--- src/nfp_pkg.sv ---
// Package for the NOR flash program/query host controller.
// Assumes a 100 MHz ref_clk and an asynchronous parallel flash on the far side.
package nfp_pkg;
  // Flash command codes
  localparam logic [7:0] CMD_PROG_SETUP = 8'h40;
  localparam logic [7:0] CMD_READ_ARRAY = 8'hff;
  localparam logic [7:0] CMD_READ_STAT = 8'h70;
  localparam logic [7:0] CMD_CLR_STAT = 8'h50;
  localparam logic [7:0] CMD_QUERY = 8'h98;
  // Status bit positions
  localparam int SB_READY = 7;
  localparam int SB_FAIL = 4;
  localparam int SB_SUPPLY = 3;
  localparam int SB_LOCKED = 1;
  // Query addresses
  localparam logic [7:0] QA_PROT_FIELDS = 8'h3f;
  localparam logic [7:0] QA_PROT_LOW = 8'h40;
  localparam logic [7:0] QA_PAGE = 8'h44;
  localparam logic [7:0] QA_BURST = 8'h45;
  // Host registers (word index = byte offset / 4)
  localparam logic [3:0] RG_CTRL = 4'h0;
  localparam logic [3:0] RG_ADDR = 4'h1;
  localparam logic [3:0] RG_DATA = 4'h2;
  localparam logic [3:0] RG_STAT = 4'h3;
  localparam logic [3:0] RG_IRQ = 4'h4;
  localparam logic [3:0] RG_MASK = 4'h5;
  localparam logic [3:0] RG_RDATA = 4'h6;
  // Control opcodes written to RG_CTRL
  localparam logic [2:0] OP_PROG = 3'h1;
  localparam logic [2:0] OP_CLEAR = 3'h2;
  localparam logic [2:0] OP_ARRAY = 3'h3;
  localparam logic [2:0] OP_QUERY = 3'h4;
  localparam logic [2:0] OP_READ = 3'h5;
  // Bus phase timing
  localparam int T_PHASE_NS = 70;
  localparam int CLK_NS = 10;
  localparam int PHASE_CYC = (T_PHASE_NS + CLK_NS - 1) / CLK_NS;
  localparam int POLL_MAX = 100000;
  // Interrupt bits
  localparam int IRQ_DONE = 0;
  localparam int IRQ_ERR = 1;
  localparam int IRQ_TMO = 2;
  localparam logic [7:0] RST_ZERO8 = 8'h00;
  typedef enum logic [3:0] {
    ST_IDLE = 4'h0, ST_WR1 = 4'h1, ST_WR2 = 4'h2, ST_POLL = 4'h3, ST_GAP = 4'h4,
    ST_CHECK = 4'h5, ST_RD = 4'h6, ST_DONE = 4'h7
  } nfp_state_t;
endpackage : nfp_pkg

--- src/nfp_host.sv ---
// Host controller for programming and querying an asynchronous parallel NOR flash.
// Assumes one flash on a byte bus; software drives the plain register port.
//
// Local design decisions: strobed register access and the register offsets.
`timescale 1ns/1ns
module nfp_host import nfp_pkg::*; #(
  parameter int AW = 24,
  parameter int POLL_LIMIT = POLL_MAX
) (
  // Clock and reset
  input wire logic ref_clk,
  input wire logic nrst,
  // Register port
  input wire logic [3:0] reg_addr,
  input wire logic [31:0] reg_wdata,
  input wire logic reg_wr,
  input wire logic reg_rd,
  output logic [31:0] reg_rdata,
  // Interrupt
  output logic irq,
  // Flash pins
  output logic flash_ce_n,
  output logic flash_oe_n,
  output logic flash_we_n,
  output logic [AW-1:0] flash_addr,
  output logic [7:0] flash_dq_out,
  output logic flash_dq_oe,
  input wire logic [7:0] flash_dq_in
);
  nfp_state_t st_r, st_nxt;
  logic [AW-1:0] addr_r, addr_nxt;
  logic [7:0] wdat_r, wdat_nxt, dq_r, dq_nxt, sr_r, sr_nxt, rdat_r, rdat_nxt;
  logic [2:0] op_r, op_nxt;
  logic [2:0] irq_st_r, irq_st_nxt, mask_r, mask_nxt;
  logic [31:0] rd_r, rd_nxt;
  logic [31:0] poll_r, poll_nxt;
  logic [7:0] dqin_r, dqin_nxt;
  logic ce_r, ce_nxt, dqoe_r, dqoe_nxt, irq_r, irq_nxt;
  logic bc_start, bc_write, bc_busy, bc_done, bc_oe_n, bc_we_n;
  logic [2:0] ev;

  // One flash bus cycle at a time
  nfp_bus_cycle #(.PHASE(PHASE_CYC)) u_cyc (
    .ref_clk(ref_clk),
    .nrst(nrst),
    .start(bc_start),
    .is_write(bc_write),
    .busy(bc_busy),
    .done(bc_done),
    .oe_n(bc_oe_n),
    .we_n(bc_we_n)
  );

  function automatic logic sr_error(input logic [7:0] s);
    sr_error = s[SB_FAIL] | s[SB_SUPPLY] | s[SB_LOCKED];
  endfunction : sr_error

  // Sequencer
  always_comb begin
    st_nxt = st_r;
    addr_nxt = addr_r;
    wdat_nxt = wdat_r;
    dq_nxt = dq_r;
    sr_nxt = sr_r;
    rdat_nxt = rdat_r;
    op_nxt = op_r;
    poll_nxt = poll_r;
    ce_nxt = ce_r;
    dqoe_nxt = dqoe_r;
    // Read data taken while output enable is still low; the bus is invalid once released
    dqin_nxt = bc_oe_n ? dqin_r : flash_dq_in;
    bc_start = 1'b0;
    bc_write = 1'b0;
    ev = 3'b000;
    if (reg_wr && reg_addr == RG_ADDR && st_r == ST_IDLE) addr_nxt = reg_wdata[AW-1:0];
    if (reg_wr && reg_addr == RG_DATA && st_r == ST_IDLE) wdat_nxt = reg_wdata[7:0];
    unique case (st_r)
      ST_IDLE: begin
        ce_nxt = 1'b0;
        dqoe_nxt = 1'b1;
        if (reg_wr && reg_addr == RG_CTRL && reg_wdata[2:0] != 3'h0) begin
          op_nxt = reg_wdata[2:0];
          ce_nxt = 1'b1;
          st_nxt = ST_WR1;
        end
      end
      ST_WR1: begin
        // First write: command code on the bus
        dqoe_nxt = 1'b0;
        unique case (op_r)
          OP_PROG: dq_nxt = CMD_PROG_SETUP;
          OP_CLEAR: dq_nxt = CMD_CLR_STAT;
          OP_ARRAY: dq_nxt = CMD_READ_ARRAY;
          OP_QUERY: dq_nxt = CMD_QUERY;
          default: dq_nxt = CMD_READ_STAT;
        endcase
        if (!bc_busy && !bc_done && dqoe_r == 1'b0) begin
          bc_start = 1'b1;
          bc_write = 1'b1;
        end
        if (bc_done) begin
          if (op_r == OP_PROG) begin
            dq_nxt = wdat_r;
            st_nxt = ST_WR2;
          end else if (op_r == OP_QUERY || op_r == OP_READ) begin
            dqoe_nxt = 1'b1;
            st_nxt = ST_RD;
          end else begin
            st_nxt = ST_DONE;
          end
        end
      end
      ST_WR2: begin
        // Second write: data to the same location
        if (!bc_busy && !bc_done) begin
          bc_start = 1'b1;
          bc_write = 1'b1;
        end
        if (bc_done) begin
          dqoe_nxt = 1'b1;
          poll_nxt = 32'h0000_0000;
          st_nxt = ST_POLL;
        end
      end
      ST_POLL: begin
        // Each read pulses output enable high-low-high, refreshing status
        if (!bc_busy && !bc_done) bc_start = 1'b1;
        if (bc_done) begin
          sr_nxt = dqin_r;
          poll_nxt = poll_r + 32'h0000_0001;
          if (dqin_r[SB_READY]) st_nxt = ST_CHECK;
          else if (poll_r >= 32'(POLL_LIMIT)) begin
            ev[IRQ_TMO] = 1'b1;
            st_nxt = ST_DONE;
          end else st_nxt = ST_GAP;
        end
      end
      ST_GAP: st_nxt = ST_POLL;
      ST_CHECK: begin
        // Full check after each program that reads ready before the poll limit; error bits are sticky on the flash
        if (sr_error(sr_r)) ev[IRQ_ERR] = 1'b1;
        st_nxt = ST_DONE;
      end
      ST_RD: begin
        if (!bc_busy && !bc_done) bc_start = 1'b1;
        if (bc_done) begin
          rdat_nxt = dqin_r;
          if (op_r == OP_READ) sr_nxt = dqin_r;
          st_nxt = ST_DONE;
        end
      end
      ST_DONE: begin
        ce_nxt = 1'b0;
        dqoe_nxt = 1'b1;
        ev[IRQ_DONE] = 1'b1;
        op_nxt = 3'h0;
        st_nxt = ST_IDLE;
      end
      default: st_nxt = ST_IDLE;
    endcase
  end

  always_ff @(posedge ref_clk or negedge nrst) begin
    if (!nrst) begin
      st_r <= ST_IDLE;
      addr_r <= '0;
      wdat_r <= RST_ZERO8;
      dq_r <= RST_ZERO8;
      sr_r <= RST_ZERO8;
      rdat_r <= RST_ZERO8;
      op_r <= 3'h0;
      poll_r <= 32'h0000_0000;
      dqin_r <= RST_ZERO8;
      ce_r <= 1'b0;
      dqoe_r <= 1'b1;
    end else begin
      st_r <= st_nxt;
      addr_r <= addr_nxt;
      wdat_r <= wdat_nxt;
      dq_r <= dq_nxt;
      sr_r <= sr_nxt;
      rdat_r <= rdat_nxt;
      op_r <= op_nxt;
      poll_r <= poll_nxt;
      dqin_r <= dqin_nxt;
      ce_r <= ce_nxt;
      dqoe_r <= dqoe_nxt;
    end
  end

  // Register read, interrupt status and mask; event wins over read-clear
  always_comb begin
    irq_st_nxt = irq_st_r | ev;
    mask_nxt = mask_r;
    rd_nxt = 32'h0000_0000;
    if (reg_wr && reg_addr == RG_MASK) mask_nxt = reg_wdata[2:0];
    if (reg_rd) begin
      unique case (reg_addr)
        RG_CTRL: rd_nxt = {28'h0, st_r == ST_IDLE ? 1'b0 : 1'b1, op_r};
        RG_ADDR: rd_nxt = 32'(addr_r);
        RG_DATA: rd_nxt = {24'h0, wdat_r};
        // Flash status: ready, fail, supply, locked bits as read
        RG_STAT: rd_nxt = {24'h0, sr_r};
        RG_IRQ: begin
          rd_nxt = {29'h0, irq_st_r};
          irq_st_nxt = ev;
        end
        RG_MASK: rd_nxt = {29'h0, mask_r};
        // Query byte or status byte of last read
        RG_RDATA: rd_nxt = {24'h0, rdat_r};
        default: rd_nxt = 32'h0000_0000;
      endcase
    end
    irq_nxt = |(irq_st_nxt & mask_nxt);
  end

  always_ff @(posedge ref_clk or negedge nrst) begin
    if (!nrst) begin
      irq_st_r <= 3'h0;
      mask_r <= 3'h0;
      rd_r <= 32'h0000_0000;
      irq_r <= 1'b0;
    end else begin
      irq_st_r <= irq_st_nxt;
      mask_r <= mask_nxt;
      rd_r <= rd_nxt;
      irq_r <= irq_nxt;
    end
  end

  // Pin outputs; strobes come from the cycle timer flops
  assign reg_rdata = rd_r;
  assign irq = irq_r;
  assign flash_ce_n = !ce_r;
  assign flash_oe_n = bc_oe_n;
  assign flash_we_n = bc_we_n;
  assign flash_addr = addr_r;
  assign flash_dq_out = dq_r;
  assign flash_dq_oe = dqoe_r;

  chk_prog_setup_code: assert property (@(posedge ref_clk) disable iff (!nrst)
    (st_r == ST_WR1 && op_r == OP_PROG && bc_start) |-> dq_r == CMD_PROG_SETUP)
    else $error("program setup code not on bus");
  chk_prog_data_same: assert property (@(posedge ref_clk) disable iff (!nrst)
    (st_r == ST_WR2 && bc_start) |-> dq_r == wdat_r && $stable(addr_r))
    else $error("program data write wrong");
  chk_poll_until_ready: assert property (@(posedge ref_clk) disable iff (!nrst)
    (st_r == ST_POLL && bc_done && !dqin_r[SB_READY] && poll_r < 32'(POLL_LIMIT)) |=> st_r == ST_GAP)
    else $error("poll stopped while busy");
  chk_ready_ends_poll: assert property (@(posedge ref_clk) disable iff (!nrst)
    (st_r == ST_POLL && bc_done && dqin_r[SB_READY]) |=> st_r == ST_CHECK ##1 st_r == ST_DONE)
    else $error("ready not taken");
  chk_oe_toggle_poll: assert property (@(posedge ref_clk) disable iff (!nrst)
    (st_r == ST_POLL && bc_start) |=> !flash_oe_n)
    else $error("poll read without oe low");
  chk_err_event: assert property (@(posedge ref_clk) disable iff (!nrst)
    (st_r == ST_CHECK && sr_error(sr_r)) |=> irq_st_r[IRQ_ERR])
    else $error("error flag not reported");
  chk_array_code: assert property (@(posedge ref_clk) disable iff (!nrst)
    (st_r == ST_WR1 && op_r == OP_ARRAY && bc_start) |-> dq_r == CMD_READ_ARRAY)
    else $error("read array code wrong");
  chk_clear_code: assert property (@(posedge ref_clk) disable iff (!nrst)
    (st_r == ST_WR1 && op_r == OP_CLEAR && bc_start) |-> dq_r == CMD_CLR_STAT)
    else $error("clear status code wrong");
  chk_dq_drive_write: assert property (@(posedge ref_clk) disable iff (!nrst)
    !flash_we_n |-> !flash_dq_oe && !flash_ce_n)
    else $error("write strobe without drive");
endmodule : nfp_host

--- src/nfp_bus_cycle.sv ---
// One asynchronous flash bus cycle, write or read, stretched to a phase count.
// Assumes the flash meets its access time within PHASE_CYC clock cycles.
`timescale 1ns/1ns
module nfp_bus_cycle import nfp_pkg::*; #(
  parameter int PHASE = PHASE_CYC
) (
  // Clock and reset
  input wire logic ref_clk,
  input wire logic nrst,
  // Request
  input wire logic start,
  input wire logic is_write,
  output logic busy,
  output logic done,
  // Strobes (active low)
  output logic oe_n,
  output logic we_n
);
  logic [7:0] cnt_r, cnt_nxt;
  logic run_r, run_nxt, wr_r, wr_nxt, done_r, done_nxt;
  logic oe_r, oe_nxt, we_r, we_nxt;

  // Phase counter and strobe control
  always_comb begin
    cnt_nxt = cnt_r;
    run_nxt = run_r;
    wr_nxt = wr_r;
    done_nxt = 1'b0;
    if (!run_r && start) begin
      run_nxt = 1'b1;
      wr_nxt = is_write;
      cnt_nxt = 8'(PHASE);
    end else if (run_r) begin
      if (cnt_r == 8'h00) begin
        run_nxt = 1'b0;
        done_nxt = 1'b1;
      end else begin
        cnt_nxt = cnt_r - 8'h01;
      end
    end
    // Strobes registered from the next state; write strobe released in the last count, output enable when the cycle ends
    we_nxt = !(run_nxt && wr_nxt && cnt_nxt != 8'h00);
    oe_nxt = !(run_nxt && !wr_nxt);
  end

  always_ff @(posedge ref_clk or negedge nrst) begin
    if (!nrst) begin
      cnt_r <= 8'h00;
      run_r <= 1'b0;
      wr_r <= 1'b0;
      done_r <= 1'b0;
      oe_r <= 1'b1;
      we_r <= 1'b1;
    end else begin
      cnt_r <= cnt_nxt;
      run_r <= run_nxt;
      wr_r <= wr_nxt;
      done_r <= done_nxt;
      oe_r <= oe_nxt;
      we_r <= we_nxt;
    end
  end

  // Write strobe low while running, released in the last count so data hold is met; output enable released when the cycle ends
  assign busy = run_r;
  assign done = done_r;
  assign we_n = we_r;
  assign oe_n = oe_r;
endmodule : nfp_bus_cycle

--- config.mk ---
export PLATFORM = sky130hd
export DESIGN_NAME = nfp_host
export DESIGN_NICKNAME = d
export VERILOG_FILES = /design/src/nfp_pkg.sv /design/src/nfp_host.sv /design/src/nfp_bus_cycle.sv
export SDC_FILE = /design/constraint.sdc
export NUM_CORES = 1
export LEC_CHECK = 0
export BUFFER_PORTS_ARGS = -buffer_cell sky130_fd_sc_hd__buf_2
export CAP_MARGIN = 25
export CORE_AREA = 2 2 149 151
export CTS_CLUSTER_SIZE = 10
export DETAILED_ROUTE_END_ITERATION = 7
export DIE_AREA = 0 0 151 153
export GPL_TIMING_DRIVEN = 0
export PLACE_DENSITY = 0.52
export SETUP_SLACK_MARGIN = 0.3
export SLEW_MARGIN = 20
export SYNTH_ARGS = -nofsm -noshare
export SYNTH_HDL_FRONTEND = slang
export SYNTH_SLANG_ARGS = --single-unit
--- constraint.sdc ---
create_clock -name ref_clk -period 2.1 [get_ports ref_clk]
set_input_delay 0.105 -clock ref_clk [delete_from_list [all_inputs] [get_ports ref_clk]]
set_output_delay 0.105 -clock ref_clk [all_outputs]
set_load 0.02 [all_outputs]
Word level (Yosys, flattened, before mapping)
Cells that the tools add are included.
{"block": "word_totals", "regBits": 157, "input_bits": 48, "out_inout_bits": 69, "wordCells": 147}
{"block": "op_classes", "add_sub_neg": 2, "magnitude_cmp": 1, "n_eq_ne": 24, "mux": 56, "bitwise": 5, "reduce_logical": 38}
{"op": "case mux 24 bit (7 select lines)", "n": 1}
{"op": "two-way mux 32 bit", "n": 2}
{"op": "two-way mux 8 bit", "n": 8}
{"op": "case mux 32 bit (2 select lines)", "n": 1}
{"op": "adder 32 x 1 -> 32 bit, second input constant", "n": 1}
{"op": ">= comparator 32 x 17 -> 1 bit, second input constant", "n": 1}
{"op": "case mux 8 bit (4 select lines)", "n": 1}
{"op": "== test 4 x 3 -> 1 bit, second input constant", "n": 7}
{"op": "case mux 4 bit (7 select lines)", "n": 1}
{"op": "two-way mux 24 bit", "n": 1}
{"op": "two-way mux 4 bit", "n": 6}
{"op": "two-way mux 1 bit", "n": 23}
{"op": "== test 4 x 2 -> 1 bit, second input constant", "n": 4}
{"op": "case mux 8 bit (2 select lines)", "n": 1}
{"op": "two-way mux 3 bit", "n": 5}
{"op": "logical AND 1 bit", "n": 13}
{"op": "inequality test 2 x 1 -> 1 bit, second input constant", "n": 5}
{"op": "== test 4 x 1 -> 1 bit, second input constant", "n": 2}
{"op": "logical NOT 4 bit", "n": 2}
{"op": "logical NOT 8 bit", "n": 1}
{"op": "nonzero test 8 bit", "n": 1}
{"op": "subtractor 8 x 1 -> 8 bit, second input constant", "n": 1}
{"op": "== test 3 x 2 -> 1 bit, second input constant", "n": 2}
{"op": "== test 3 bit, second input constant", "n": 2}
{"op": "other kinds (20)", "n": 34}

Longest topological paths before layout
{"block": "depth", "word_depth": 10, "ltp_mapped": 7, "mapped_depth_nobuf": 7}

Modules after synthesis
A second synthesis with hierarchy kept.
{"block": "unflattened", "hier_cells": 622, "hier_area_um2": 6917.9}
{"mod": "nfp_host", "n_inst": 1, "cells_per_inst": 557, "area_per_inst_um2": 6223.5, "seq_area_each_um2": 3379.5}
{"mod": "nfp_bus_cycle", "n_inst": 1, "cells_per_inst": 65, "area_per_inst_um2": 694.4, "seq_area_each_um2": 327.8}

Least setup slack after synthesis
OpenSTA, ideal clock, no wires.
{"block": "synth_path", "kind": "register -> register", "from": "reg st_r[2]", "to": "reg poll_r[27]", "setup_ns": 0.078, "arrival_ns": 2.056, "required_time_ns": 2.022, "setup_slack_ns": -0.035, "path_stages_with_launch": 8, "path_buffers": 2, "synth_period_minus_slack_ns": 2.135, "cell_sequence": "dfrtp_1 and4b_1 and4_1 buf_2 or4b_1 buf_2 or3_1 a21oi_1"}
{"block": "synth_via", "elab_chain_cells": 3, "word_cells_on_any_way": 7, "classes_between": "eq/ne: 4; mux: 1; reduce/logical: 2"}
{"element": "start: declaration", "line": "nfp_host.sv:30", "rtl": "nfp_state_t st_r, st_nxt;"}
{"element": "start signal: assignment", "line": "nfp_host.sv:177", "rtl": "st_r <= st_nxt;"}
{"element": "== test 4 x 2 -> 1 bit", "line": "nfp_host.sv:77", "rtl": "unique case (st_r)"}
{"element": "inequality test 2 x 1 -> 1 bit (no line) or nonzero test 2 bit (tied branches)"}
{"element": "AND reduction 3 bit (no line)"}
{"element": "end signal: assignment", "line": "nfp_host.sv:184", "rtl": "poll_r <= poll_nxt;"}
{"element": "end: declaration", "line": "nfp_host.sv:36", "rtl": "logic [31:0] poll_r, poll_nxt;"}
Parallel ways exist; a longest one is shown, timed or not.
A chain may end at the register's enable or synchronous reset.

Final worst setup path
{"block": "layout_path", "from": "reg st_r[2]", "to": "reg poll_r[29]"}
The elaborated chain is that of the path after synthesis.

==> flow_summary_export.csv <==
group,metric,value,unit
outcome,status,"complete, but fails checks",
outcome,violations,"setup timing",
sta,finalCritPeriodShare,101,%
clocking,cts_tree,"built",
drt,vias,5244,
placement,dp_slack,-0.299,ns
clocking,path_clk_slew,0.06,ns
sta,setup_viol_count_final,5,
global_route,grt_pass1_wl,27400,um
critical_path,critPathLaunchType,"flop",
drt,wl_per_cell,15.6,um
min_path,hold_path_class,"in -> reg",
sta,setup_slack,-0.0239,ns
sta,maxSlewHeadroom,64.8,%
final_layout,fillerInstances,2105,
sta,hold_viol_final,0,
critical_path,cp.arrival,2.46,ns
critical_path,worstPathMaxFanout,5,
final_layout,area_growth,38.0,%
pwr,power_density,1140,nW/um^2
sta,slew_viol_final,0,
drt,ant_nets,0,
final_layout,drive_above_1_share,37.3,%
clocking,htreeDepth,4,
floorplan,die_w,151,um
min_path,hold_end,"flash_addr[1]",
floorplan,die_area,23100,sq um
sta,skew,0.0143,ns
final_layout,antenna_cells,0,
critical_path,worstPathRequired,2.44,ns
critical_path,cp-end-kind,"flop",
placement,gp_congestion,0.792,
floorplan,rows,54,
critical_path,path_class,"reg -> reg",
logic_synthesis,syn_area,6740,sq um
logic_synthesis,ys_types,60,
sta,whs,0.0175,ns
logic_synthesis,synth-edff-count,0,
logic_synthesis,async_reset_ff_share,100,%
pwr,ir_worst_vdd,0.672,mV
critical_path,r2r_setup_slack,-0.02,ns
sta,worstMarginPinSlew,0.528,ns
logic_synthesis,syn_area_per_cell,11.1,sq um
drt,firstDrtPassIters,4,
floorplan,initial_utilization,31.3,%
placement,place_area,7720,sq um
logic_synthesis,synth_ff_type,"dfrtp_1",
logic_synthesis,ys_ff_latch,148,
min_path,hp-start,"reg_wdata[1]",
global_route,antenna_found_initial,0,
sta,fmax,471,MHz
placement,portBuffers,98,
critical_path,r2r_cells,7,
clocking,cts_root_buf,"clkbuf_16",
final_layout,final_common_cell,"dfrtp_1",
floorplan,top_level_ports,117,
global_route,grt_pass1_vias,5160,
critical_path,r2r_start,"st_r[2]",
clocking,ctsLongestPathBuffers,2,
clocking,cts_sinks,148,
clocking,cts_made_buffers,17,
critical_path,r2r_end,"poll_r[29]",
floorplan,die_y,153,um
logic_synthesis,yosysWarningCount,0,
global_route,grt.total_usage,15.1,%
min_path,hold_depth,2,
final_layout,mostFrequentLayoutCells,"dfrtp_1, buf_2, mux2_2, nor2_1",
global_route,overflow,0,
clocking,clk_latency,0.42,ns
logic_synthesis,yosysSeqAreaShare,55.0,%
global_route,grt_start_max_net_pins,83,
drt,drc,0,
sta,period_minus_slack,2.12,ns
logic_synthesis,synth_cells,609,
drt,first_iter_violations,248,
drt,routed_wl,17100,um
drt,routed_via_density,4.79,
placement,dp_hpwl,11500,um
pwr,leakage,0.00446,uW
job,cap_viol_max_count,0,
pwr,p_total,10600,uW
final_layout,fin_nets,854,
final_layout,fin_area,9290,sq um
floorplan,core_area,21500,sq um
sta,grt_setup_unrepaired,"true",
final_layout,fin_util,43.3,%
[kinds of logic (layout without fill, tap and decap cells)]
| group | after synthesis | count (layout) | synth area share (%) |
|---|---|---|---|
| AOI/OAI and AO/OA | 109 | 109 | 10.4 |
| xor gates and xnor gates | 22 | 22 | 2.86 |
| adders and majority gates | 4 | 4 | 0.743 |
| buffers and inverters | 51 | 249 | 3.33 |
| DFF | 148 | 148 | 55.0 |
| muxes | 70 | 70 | 11.6 |
| other | 1 | 8 | 0.0557 |
| and+or+nand+nor | 204 | 204 | 16.0 |
[worst max-delay path by stage]
stage | start | to | depth (start not counted)
after floorplan | st_r[2] | poll_r[27] | 7
after global placement | nrst | u_cyc.cnt_r[6] | 1
after detailed placement | st_r[2] | poll_r[26] | 6
after CTS | st_r[2] | poll_r[23] | 7
after global routing | st_r[2] | poll_r[29] | 7
final | st_r[2] | poll_r[29] | 7
[critical path, cell delays in order (launching register included)]
cell and delay (ns):
dfrtp_1 0.39, and4b_2 0.31, and4_1 0.20, buf_6 0.10, or4b_4 0.47, buf_6 0.15, or3_1 0.30, a21oi_1 0.13
[per-layer routing]
metal / vias up / part of all wire [%] / GRT usage [%]
met5: - / 0 / 0
li1: 2547 / - / -
met3: 11 / 3.1 / 2.99
met4: 0 / 1.3 / 4.58
met1: 2599 / 49 / 21.7
met2: 87 / 46 / 22.8
[repair_timing]
| action | in CTS | in global routing |
|---|---|---|
| setup buffers | 24 | 11 |
| resized for setup | 36 | 62 |
| pin swaps | 20 | 17 |
| hold endpoints to repair | 103 | 0 |
| setup endpoints to repair | 83 | 73 |
| hold buffers | 31 | 0 |
| cloned | 2 | 0 |
[sequential cells by signal, indices dropped and copies added, names as in the netlist, 3 cells and up]
register      cells
dqin_r            8
flash_addr       24
flash_dq_out      8
irq_st_r          3
mask_r            3
op_r              3
poll_r           32
rdat_r            8
reg_rdata        24
sr_r              8
st_r              3
u_cyc.cnt_r       8
wdat_r            8
[cell type report]
| type | instances | area (sq um) | share of cell area (%) |
|---|---|---|---|
| Timing Repair Buffer | 167 | 1160 | 12.5 |
| Sequential cell | 148 | 3710 | 39.9 |
| Multi-Input combinational cell | 417 | 3110 | 33.5 |
| Buffer | 38 | 241 | 2.60 |
| Tap cell | 280 | 350 | 3.77 |
| Inverter | 13 | 48.8 | 0.525 |
| Clock inverter | 14 | 250 | 2.69 |
| Clock buffer | 17 | 425 | 4.58 |
[cells in the mapped netlist, types with 8 or more instances]
cell type / number / share of area [%]
buf_4: 8 / 0.89
and2_1: 9 / 0.84
a211oi_1: 8 / 0.89
nand3_1: 14 / 1.0
clkbuf_1: 22 / 1.2
a21oi_1: 31 / 2.3
o21ai_0: 26 / 1.9
dfrtp_1: 145 / 54
xnor2_1: 13 / 1.7
nor2b_1: 9 / 0.84
mux2_2: 63 / 11
nand2_1: 37 / 2.1
nor3_1: 8 / 0.59
o31ai_1: 8 / 0.89
and3_1: 18 / 1.7
xor2_1: 9 / 1.2
nor2_1: 54 / 3.0
inv_1: 13 / 0.72
or3_1: 14 / 1.3
[report_power, final]
part | leakage [uW] | total, uW | internal (uW) | switching [uW]
combinational | 0.00217 | 3130 | 1400 | 1720
clock | 0.000322 | 3520 | 2250 | 1280
sequential | 0.00196 | 3950 | 3480 | 471
total | 0.00446 | 10600 | 7120 | 3470
[through the flow]
| step | TNS, ns | std cells |
|---|---|---|
| final | -0.0783 | 1094 |
| after global routing | -0.654 | 1094 |
| after CTS | -0.0767 | 1083 |
| after detailed placement | -8.38 | 995 |
| after global placement | -209.69 | 994 |
| after floorplan | 0 | 616 |
(Power assumes the default switching activity.)
